[src/cycle_timing_defines.vh]
// Timing constants for the machine cycle sequencer
`ifndef CYCLE_TIMING_DEFINES_VH
`define CYCLE_TIMING_DEFINES_VH
`define STATES_PER_CYCLE 3'd4
`define STRETCH_RESET 3'h1
`define STRETCH_MSB 2
`define STRETCH_LSB 0
`define STROBE_ZERO_CLOCKS 5'h02
`define OP_XDATA_RD_DPTR 8'he0
`define OP_XDATA_RD_R0 8'he2
`define OP_XDATA_RD_R1 8'he3
`define OP_XDATA_WR_DPTR 8'hf0
`define OP_XDATA_WR_R0 8'hf2
`define OP_XDATA_WR_R1 8'hf3
`endif

[src/instr_cycle_timing.v]
// Instruction cycle sequencer with stretched external data access
// Summary of operation
// - Each machine cycle is four states, first to fourth, in order.
// - Sequencing acts only on the rising clock edge.
// - One instruction byte fetched per machine cycle at most.
// - Whole opcode space decoded; 170 of the 256 opcodes are single-cycle.
// - External data move needs a second cycle for its bus access.
// - Lengths are one to four cycles; data move is variable.
// - Data move fetches opcode, then drives address and accesses.
// - Data move lasts two to nine cycles; strobe widens accordingly.
// - Stretch field is bits two to zero of clock control register.
// - Stretch field resets to one: three cycles, four-clock strobe.
// - Stretch n gives n+2 cycles; strobe 2 clocks or 4n clocks.
// - Stretch affects only data moves; others keep their timing.
// - Compare, bit and direct decrement branches take four cycles.
`timescale 1ns/10ps
`default_nettype none
`include "cycle_timing_defines.vh"
module instr_cycle_timing
(
  input wire clk_in,
  input wire rst_b_in,
  input wire ce_in,
  input wire clock_control_register_wr_in,
  input wire [7:0] clock_control_register_data_in,
  input wire [7:0] code_byte_in,
  input wire [15:0] xdata_addr_in,
  output reg [7:0] clock_control_register_out,
  output wire [3:0] state_out,
  output reg fetch_out,
  output reg instr_done_out,
  output reg [15:0] ext_addr_out,
  output reg ext_addr_valid_out,
  output reg rd_b_out,
  output reg wr_b_out
);
  reg [7:0] clock_control_register;
  reg [7:0] opcode;
  reg [3:0] cycles_left;
  reg [3:0] total_cycles;
  reg in_instr;
  reg xdata;
  reg is_write;
  reg [4:0] strobe_left;
  reg strobe_falling;
  wire [3:0] dec_cycles;
  wire dec_xdata;
  wire dec_write;
  wire [2:0] stretch;
  wire st1;
  wire st4;
  reg [4:0] next_strobe_len;

  assign stretch = clock_control_register[`STRETCH_MSB:`STRETCH_LSB];

  state_ring u_ring
  (
    .clk_in(clk_in),
    .rst_b_in(rst_b_in),
    .ce_in(ce_in),
    .hold_in(1'b0),
    .state_out(state_out)
  );

  cycle_length_decode u_dec
  (
    .opcode_in(code_byte_in),
    .stretch_in(stretch),
    .cycles_out(dec_cycles),
    .xdata_out(dec_xdata),
    .write_out(dec_write)
  );

  assign st1 = state_out[0];
  assign st4 = state_out[3];

  always @*
  begin
    if (stretch == 3'h0)
      next_strobe_len = `STROBE_ZERO_CLOCKS;
    else
      next_strobe_len = {stretch, 2'b00};
  end

  always @(posedge clk_in)
  begin
    if (!rst_b_in)
      clock_control_register <= {5'h00, `STRETCH_RESET};
    else if (ce_in && clock_control_register_wr_in)
      clock_control_register <= clock_control_register_data_in;
  end

  always @(posedge clk_in)
  begin
    if (!rst_b_in)
      clock_control_register_out <= {5'h00, `STRETCH_RESET};
    else if (ce_in)
      clock_control_register_out <= clock_control_register;
  end

  always @(posedge clk_in)
  begin
    if (!rst_b_in)
    begin
      opcode <= 8'h00;
      cycles_left <= 4'h0;
      total_cycles <= 4'h0;
      in_instr <= 1'b0;
      xdata <= 1'b0;
      is_write <= 1'b0;
      fetch_out <= 1'b0;
      instr_done_out <= 1'b0;
    end
    else if (ce_in)
    begin
      fetch_out <= 1'b0;
      instr_done_out <= 1'b0;
      if (st1 && !in_instr)
      begin
        // one byte fetched per machine cycle
        fetch_out <= 1'b1;
        opcode <= code_byte_in;
        // only data moves use the stretched count
        cycles_left <= dec_cycles;
        total_cycles <= dec_cycles;
        xdata <= dec_xdata;
        is_write <= dec_write;
        in_instr <= 1'b1;
      end
      else if (st1 && in_instr && !xdata &&
               (total_cycles - cycles_left) < 4'h5)
        fetch_out <= 1'b1;
      if (st4 && in_instr)
      begin
        if (cycles_left == 4'h1)
        begin
          in_instr <= 1'b0;
          instr_done_out <= 1'b1;
          xdata <= 1'b0;
        end
        cycles_left <= cycles_left - 4'h1;
      end
    end
  end

  // falling-edge flag strobe_falling is unused; release is on the rising edge
  always @(negedge clk_in)
  begin
    if (!rst_b_in)
      strobe_falling <= 1'b0;
    else if (ce_in)
      strobe_falling <= (strobe_left == 5'h01);
  end

  always @(posedge clk_in)
  begin
    if (!rst_b_in)
    begin
      strobe_left <= 5'h00;
      ext_addr_out <= 16'h0000;
      ext_addr_valid_out <= 1'b0;
      rd_b_out <= 1'b1;
      wr_b_out <= 1'b1;
    end
    else if (ce_in)
    begin
      // address driven in cycle after the fetch
      // second bus access after the fetch
      if (xdata && st4 && cycles_left == total_cycles)
      begin
        ext_addr_out <= xdata_addr_in;
        ext_addr_valid_out <= 1'b1;
        strobe_left <= next_strobe_len;
        rd_b_out <= is_write;
        wr_b_out <= !is_write;
      end
      else if (strobe_left != 5'h00)
      begin
        strobe_left <= strobe_left - 5'h01;
        if (strobe_left == 5'h01)
        begin
          rd_b_out <= 1'b1;
          wr_b_out <= 1'b1;
        end
      end
      else if (instr_done_out)
        ext_addr_valid_out <= 1'b0;
    end
  end
endmodule // instr_cycle_timing
`default_nettype wire

[src/state_ring.v]
// Four-state ring within each machine cycle, with a hold input
`timescale 1ns/10ps
`default_nettype none
module state_ring
(
  input wire clk_in,
  input wire rst_b_in,
  input wire ce_in,
  input wire hold_in,
  output reg [3:0] state_out
);
  // One-hot states: first, second, third, fourth
  localparam [3:0] state_first = 4'h1;
  localparam [3:0] state_fourth = 4'h8;
  always @(posedge clk_in)
  begin
    if (!rst_b_in)
      state_out <= state_first;
    else if (ce_in && !hold_in)
    begin
      if (state_out == state_fourth)
        state_out <= state_first;
      else
        state_out <= {state_out[2:0], 1'b0};
    end
  end
endmodule // state_ring
`default_nettype wire

[src/cycle_length_decode.v]
// Machine cycle count per opcode
`timescale 1ns/10ps
`default_nettype none
`include "cycle_timing_defines.vh"
module cycle_length_decode
(
  input wire [7:0] opcode_in,
  input wire [2:0] stretch_in,
  output reg [3:0] cycles_out,
  output reg xdata_out,
  output reg write_out
);
  always @*
  begin
    xdata_out = 1'b0;
    write_out = 1'b0;
    cycles_out = 4'h1;
    // four length classes plus the variable move
    if (opcode_in == `OP_XDATA_RD_DPTR || opcode_in == `OP_XDATA_RD_R0 ||
        opcode_in == `OP_XDATA_RD_R1 || opcode_in == `OP_XDATA_WR_DPTR ||
        opcode_in == `OP_XDATA_WR_R0 || opcode_in == `OP_XDATA_WR_R1)
    begin
      xdata_out = 1'b1;
      write_out = opcode_in[4];
      cycles_out = {1'b0, stretch_in} + 4'h2;
    end
    // compare and bit branches take four cycles
    else if (opcode_in[7:4] == 4'hb && opcode_in[3:0] >= 4'h4)
      cycles_out = 4'h4;
    else if (opcode_in == 8'h10 || opcode_in == 8'h20 ||
             opcode_in == 8'h30 || opcode_in == 8'hd5 ||
             opcode_in == 8'h02 || opcode_in == 8'h12)
      cycles_out = 4'h4;
    // register decrement branch takes three cycles
    else if (opcode_in[7:3] == 5'h1b)
      cycles_out = 4'h3;
    else if (opcode_in[4:0] == 5'h01 || opcode_in[4:0] == 5'h11 ||
             opcode_in == 8'h80 || opcode_in == 8'h60 ||
             opcode_in == 8'h70 || opcode_in == 8'h40 ||
             opcode_in == 8'h50)
      cycles_out = 4'h3;
    // low nibble 0, 2 or 5, and 22, 32, 73, are two-cycle; the rest single-cycle
    else if (opcode_in[3:0] == 4'h2 || opcode_in[3:0] == 4'h5 ||
             opcode_in[3:0] == 4'h0 || opcode_in == 8'h22 ||
             opcode_in == 8'h32 || opcode_in == 8'h73)
      cycles_out = 4'h2;
    else
      cycles_out = 4'h1;
  end
endmodule // cycle_length_decode
`default_nettype wire

[config.mk]
export PLATFORM = sky130hd
export DESIGN_NAME = instr_cycle_timing
export DESIGN_NICKNAME = d
export VERILOG_FILES = /design/src/instr_cycle_timing.v /design/src/state_ring.v /design/src/cycle_length_decode.v
export VERILOG_INCLUDE_DIRS = /design/src
export SDC_FILE = /design/constraint.sdc
export NUM_CORES = 1
export LEC_CHECK = 0
export ABC_AREA = 1
export BUFFER_PORTS_ARGS = -buffer_cell sky130_fd_sc_hd__buf_2
export CORE_UTILIZATION = 35
export CTS_CLUSTER_DIAMETER = 40
export DETAILED_ROUTE_END_ITERATION = 6
export MAX_ROUTING_LAYER = met4
export PLACE_DENSITY = 0.53
export SLEW_MARGIN = 10
export SYNTH_ARGS = -nofsm -noshare
export SYNTH_HDL_FRONTEND = slang
export SYNTH_HIERARCHICAL = 1
export SYNTH_SLANG_ARGS = --single-unit
[constraint.sdc]
create_clock -name clk_in -period 2.4 [get_ports clk_in]
set_clock_uncertainty 0.2 [all_clocks]
set_input_delay 0.24 -clock clk_in [delete_from_list [all_inputs] [get_ports clk_in]]
set_output_delay 0.24 -clock clk_in [all_outputs]
set_load 0.05 [all_outputs]
Word-level counts from Yosys, hierarchy flattened

Index checks and enable logic that the tools add are counted.

Bits of input ports: 36
Register bits after elaboration: 57
Output and inout port bits: 33
Word-level logic and storage cells: 129

Magnitude comparators: 2
Muxes and demuxes: 31
Reductions and logical operators: 46
Add/subtract/negate cells: 4
Eq/ne operators: 31

Operators with widths:

| cell                                                                                 | count |
|---|---|
| 8-bit equality test (second input constant)                                          | 8 |
| 8-bit by 7-bit equality test with 1-bit output (second input constant)               | 5 |
| 8-bit by 6-bit equality test with 1-bit output (second input constant)               | 4 |
| 4-bit 2-to-1 mux                                                                     | 8 |
| 1-bit logical OR                                                                     | 21 |
| 1-bit 2-to-1 mux                                                                     | 19 |
| 8-bit by 5-bit equality test with 1-bit output (second input constant)               | 2 |
| 5-bit 2-to-1 mux                                                                     | 3 |
| 5-bit by 1-bit equality test with 1-bit output (second input constant)               | 2 |
| 5-bit equality test (second input constant)                                          | 2 |
| 1-bit logical AND                                                                    | 9 |
| 4-bit equality test (second input constant)                                          | 2 |
| 8-bit by 2-bit equality test with 1-bit output (second input constant)               | 1 |
| 2-bit AND reduction                                                                  | 4 |
| 2-bit nonzero test                                                                   | 4 |
| 3-bit AND reduction                                                                  | 2 |
| 5-bit nonzero test                                                                   | 1 |
| 5-bit by 1-bit subtractor with 5-bit output (second input constant)                  | 1 |
| 3-bit by 2-bit adder with 4-bit output (second input constant)                       | 1 |
| 4-bit by 1-bit equality test with 1-bit output (second input constant)               | 1 |
| 4-bit by 2-bit equality test with 1-bit output (second input constant)               | 1 |
| 4-bit by 3-bit equality test with 1-bit output (second input constant)               | 1 |
| 4-bit equality test                                                                  | 1 |
| 4-bit by 3-bit greater-or-equal comparator with 1-bit output (second input constant) | 1 |
| other kinds (8)                                                                      | 10 |

Depth between registers and ports, before layout

Depth after elaboration: 14
Gate-level depth with buffers: 13
Gate-level depth less buffers: 13

Modules after synthesis

Netlist, hierarchy kept.

Modules (own cells, without submodules):

| module              | sequential area each (um^2) | cells an instance | times used | area an instance (um^2) |
|---|---|---|---|---|
| instr_cycle_timing  | 1,061.0                     | 319               | 1          | 2,362.3 |
| cycle_length_decode | 0.0                         | 70                | 1          | 296.5 |
| state_ring          | 80.1                        | 26                | 1          | 178.9 |

Worst setup path after synthesis

Ideal clock, no wire load.

Kind: register -> register
Start: reg u_ring.state_out[3]
End: reg ext_addr_out[11]
Setup slack: 0.595 ns
Library setup time: 0.136 ns
Period minus slack after synthesis: 1.805 ns
Arrival time: 1.469 ns
Required time: 2.064 ns
Cell stages (with the launch flop): 7
Path buffers: 1
Path through: dfxtp_1 nand3_1 nor2_2 nand3_4 buf_2 nand2_1 a21oi_2

Longest elaborated chain between the ends: 3

RTL lines:

| item                           | line                     | source |
|---|---|---|
| from (decl)                    | state_ring.v:10          | `output reg [3:0] state_out` |
| from (signal assigned)         | state_ring.v:18          | `state_out <= state_first;` |
| from (signal assigned)         | state_ring.v:22          | `state_out <= state_first;` |
| from (signal assigned)         | state_ring.v:24          | `state_out <= {state_out[2:0], 1'b0};` |
| 1-bit logical AND (2 in a row) | instr_cycle_timing.v:169 | `if (xdata && st4 && cycles_left == total_cycles)` |
| 2-bit AND reduction (no line)  | n/a                      |  |
| to (signal assigned)           | instr_cycle_timing.v:171 | `ext_addr_out <= xdata_addr_in;` |
| to (decl)                      | instr_cycle_timing.v:32  | `output reg [15:0] ext_addr_out,` |

Every way passes these cells.
A chain may end at the register's enable or synchronous reset.

Worst setup path after layout

Start: reg cycles_left[2]
End: reg ext_addr_out[5]

Longest elaborated chain between the ends: 3

RTL lines:

| item                          | line                     | source |
|---|---|---|
| from (decl)                   | instr_cycle_timing.v:39  | `reg [3:0] cycles_left;` |
| from (signal assigned)        | instr_cycle_timing.v:124 | `cycles_left <= dec_cycles;` |
| from (signal assigned)        | instr_cycle_timing.v:141 | `cycles_left <= cycles_left - 4'h1;` |
| 4-bit equality test           | instr_cycle_timing.v:169 |  |
| 1-bit logical AND             | instr_cycle_timing.v:169 |  |
| 2-bit AND reduction (no line) | n/a                      |  |

Every way passes these cells.

==> impl_metrics.sql <==
INSERT INTO impl_metrics (metric_group, metric, value, unit) VALUES
('setup_path', 'worst-setup-path-type', 'reg2reg', ''),
('setup_path', 'cp_data_required_time', '2.45', 'ns'),
('layout', 'fin_nets', '557', ''),
('floorplanning', 'die_area', '8472', 'um2'),
('grt', 'grt.busiest_layer', 'met2', ''),
('synth', 'synth-seq-area-share', '0.4021', ''),
('synth', 'netlist_top_cells_count', 'sky130_fd_sc_hd__nand2_1, sky130_fd_sc_hd__nor2_1, sky130_fd_sc_hd__dfxtp_1, sky130_fd_sc_hd__inv_1, sky130_fd_sc_hd__o21ai_0', ''),
('setup_path', 'cp-startpoint', 'cycles_left[2]', ''),
('setup_path', 'worst_path_max_delay_cell', 'sky130_fd_sc_hd__dfxtp_1', ''),
('placed_design', 'dp.final_hpwl', '4903', 'um'),
('detailed_routing', 'remaining_drc_errors', '0', ''),
('floorplanning', 'cell_row_count', '32', ''),
('setup_path', 'critical_path.startpoint_type', 'flip-flop', ''),
('pwr', 'power.total', '2.715', 'mW'),
('timing', 'highest_clock_frequency_the_design_can_meet', '498.5', 'MHz'),
('synth', 'synth.cell_area', '2838', 'um2'),
('cts', 'clk_pin_slew', '0.06', 'ns'),
('layout', 'area.growth.synth_to_final', '30.82', '%'),
('run_status', 'status', 'completed', ''),
('pwr', 'cellLeakagePower', '1.777', 'nW'),
('cts', 'cts.htree.levels', '3', ''),
('pwr', 'power.density', '731.3', 'nW/um2'),
('cts', 'tritoncts', 'built', ''),
('timing', 'finalHoldViolCount', '0', ''),
('pwr', 'peakVddDrop', '344.8', 'uV'),
('detailed_routing', 'dr_total_vias', '2779', ''),
('setup_path', 'end_kind', 'flip-flop', ''),
('hold_path', 'holdPathStages', '3', ''),
('placed_design', 'numPlacedInstances', '579', ''),
('synth', 'yosys.cell_count.top_type', 'sky130_fd_sc_hd__nand2_1', ''),
('layout', 'nFillCells', '850', ''),
('floorplanning', 'initial_core_util', '0.3653', ''),
('hold_path', 'worstHoldEndpoint', 'u_ring/state_out[3]', ''),
('cts', 'clk_path_buf_depth', '2', ''),
('timing', 'holdWs', '0.07404', 'ns'),
('setup_path', 'cp_max_fo', '17', ''),
('grt', 'global_route_wire_length_before_repair', '11340', 'um'),
('grt', 'antenna_violations_before_repair', '0', ''),
('cts', 'clk_root_buffer_cell', 'sky130_fd_sc_hd__clkbuf_8', ''),
('layout', 'instances_no_fill', '618', ''),
('setup_path', 'worst-r2r-cell-count', '8', ''),
('synth', 'yosys.area.top_type', 'sky130_fd_sc_hd__dfxtp_1', ''),
('placed_design', 'placement.io_buffers', '68', ''),
('synth', 'synth.yosys.warnings', '6', ''),
('synth', 'synth-main-ff-cell', 'sky130_fd_sc_hd__dfxtp_1', ''),
('synth', 'ys_async_sr_fraction', '0', ''),
('grt', 'grt_overflow_total', '0', ''),
('floorplanning', 'core_region_area', '7767', 'um2'),
('floorplanning', 'die_h', '92.05', 'um'),
('grt', 'gr_util_met1', '0.2099', ''),
('grt', 'grt.total_usage', '0.1748', ''),
('layout', 'final_util', '0.4779', ''),
('hold_path', 'timing.hold.worst.start', 'rst_b_in', ''),
('detailed_routing', 'finalWirelength', '6869', 'um'),
('setup_path', 'max_stage_delay', '0.36', 'ns'),
('layout', 'diodes', '0', ''),
('timing', 'final.period_utilization', '0.8358', ''),
('placed_design', 'detailed_place.area', '3277', 'um2'),
('grt', 'globalRouteMet2Util', '0.2811', ''),
('timing', 'timing.final.crit_period', '2.006', 'ns'),
('synth', 'post_synth_num_cell_types', '28', ''),
('placed_design', 'gp_routability_congestion', '0.8746', ''),
('synth', 'synth_top_area_frac', '0.4021', ''),
('floorplanning', 'top_level_ports', '69', ''),
('setup_path', 'worstPathBufferInverterCount', '2', ''),
('hold_path', 'worst_hold_path_type', 'in2reg', ''),
('layout', 'post_route_standard_cell_area_excluding_fillers', '3712', 'um2'),
('setup_path', 'crit_reg_reg_endpoint', 'ext_addr_out[5]', ''),
('detailed_routing', 'drt-initial-drc-count', '90', ''),
('synth', 'largest_cells_by_area_after_synthesis', 'sky130_fd_sc_hd__dfxtp_1, sky130_fd_sc_hd__nand2_1, sky130_fd_sc_hd__nor2_1', ''),
('grt', 'met3_usage', '0.04561', '');
[worst max path at each step]
stage                            end  slack, ns  cells past startpoint
floorplan           ext_addr_out[11]       0.60                      6
global placement      strobe_left[1]       0.46                      9
detailed placement   ext_addr_out[5]       0.39                      8
CTS                  ext_addr_out[5]       0.38                      8
global route          strobe_left[3]       0.20                      9
finish               ext_addr_out[5]       0.39                      8
[routing by layer]
metal	wire length [um]	vias up
met3	280	11
met2	3167	51
met5	0	-
met1	3303	1217
met4	118	0
li1	-	1500
[area by class of cell]
class	instances	area [um2]	area share
clock buffers	12	155.1	0.04179
clock inverters	3	40.04	0.01079
inverters	43	163.9	0.04415
multi-input cells	305	1474	0.3970
flip-flops and latches	57	1141	0.3074
well taps	102	127.6	0.03438
repair buffers	96	610.6	0.1645
[state kept, by name, indices dropped and copies added (netlist names), 4 cells and up]
signal and cells:
clock_control_register 8, clock_control_register_out 8, cycles_left 4, ext_addr_out 16, strobe_left 5, total_cycles 4, u_ring/state_out 4
[placed cells by master, fill, tap and decap left out]
master	instances
sky130_fd_sc_hd__nand2_1	100
sky130_fd_sc_hd__nor2_1	80
sky130_fd_sc_hd__buf_2	68
sky130_fd_sc_hd__dfxtp_1	57
sky130_fd_sc_hd__inv_1	36
sky130_fd_sc_hd__o21ai_0	32
sky130_fd_sc_hd__dlygate4sd3_1	24
sky130_fd_sc_hd__nand3_1	22
sky130_fd_sc_hd__a21oi_1	18
sky130_fd_sc_hd__nand2_2	12
sky130_fd_sc_hd__clkbuf_8	11
sky130_fd_sc_hd__a21oi_2	9
sky130_fd_sc_hd__ha_1	9
sky130_fd_sc_hd__inv_2	5
sky130_fd_sc_hd__nor2_2	4
sky130_fd_sc_hd__xor2_1	4
sky130_fd_sc_hd__buf_4	4
sky130_fd_sc_hd__nor3_1	3
sky130_fd_sc_hd__nand3b_1	3
sky130_fd_sc_hd__o211ai_1	2
sky130_fd_sc_hd__clkinv_2	2
sky130_fd_sc_hd__nand3_4	1
sky130_fd_sc_hd__inv_4	1
sky130_fd_sc_hd__clkinv_1	1
sky130_fd_sc_hd__or2_2	1
sky130_fd_sc_hd__a31oi_1	1
sky130_fd_sc_hd__xnor2_1	1
sky130_fd_sc_hd__clkbuf_1	1
sky130_fd_sc_hd__bufinv_16	1
sky130_fd_sc_hd__nand3_2	1
sky130_fd_sc_hd__or2_0	1
sky130_fd_sc_hd__conb_1	1
[kinds of logic after synthesis]
group,count (synthesis),share of synthesized area
simple gates,228,0.3395
buf+inv,53,0.07849
other cells,1,0.001321
xor+xnor,5,0.01543
compound gates,62,0.1235
flops,57,0.4021
fa+ha+maj,9,0.03968
[where the power goes]
group | internal, mW | switching (mW) | total, mW | leakage, nW
clock | 0.527 | 0.362 | 0.889 | 0.102
sequential | 1.03 | 0.0655 | 1.10 | 0.467
combinational | 0.276 | 0.453 | 0.729 | 1.21
[worst min-delay path: cells and delay by family]
kind,cells,cell delay (ns)
simple gates,2,0.13
buf+inv,1,0.19
[what timing repair did]
action	CTS	global route
hold buffers	24	0
hold endpoints to repair	24	0
setup buffers	0	0
endpoints found under the setup margin	0	0
No activity file was read; power rests on OpenSTA's default activity.
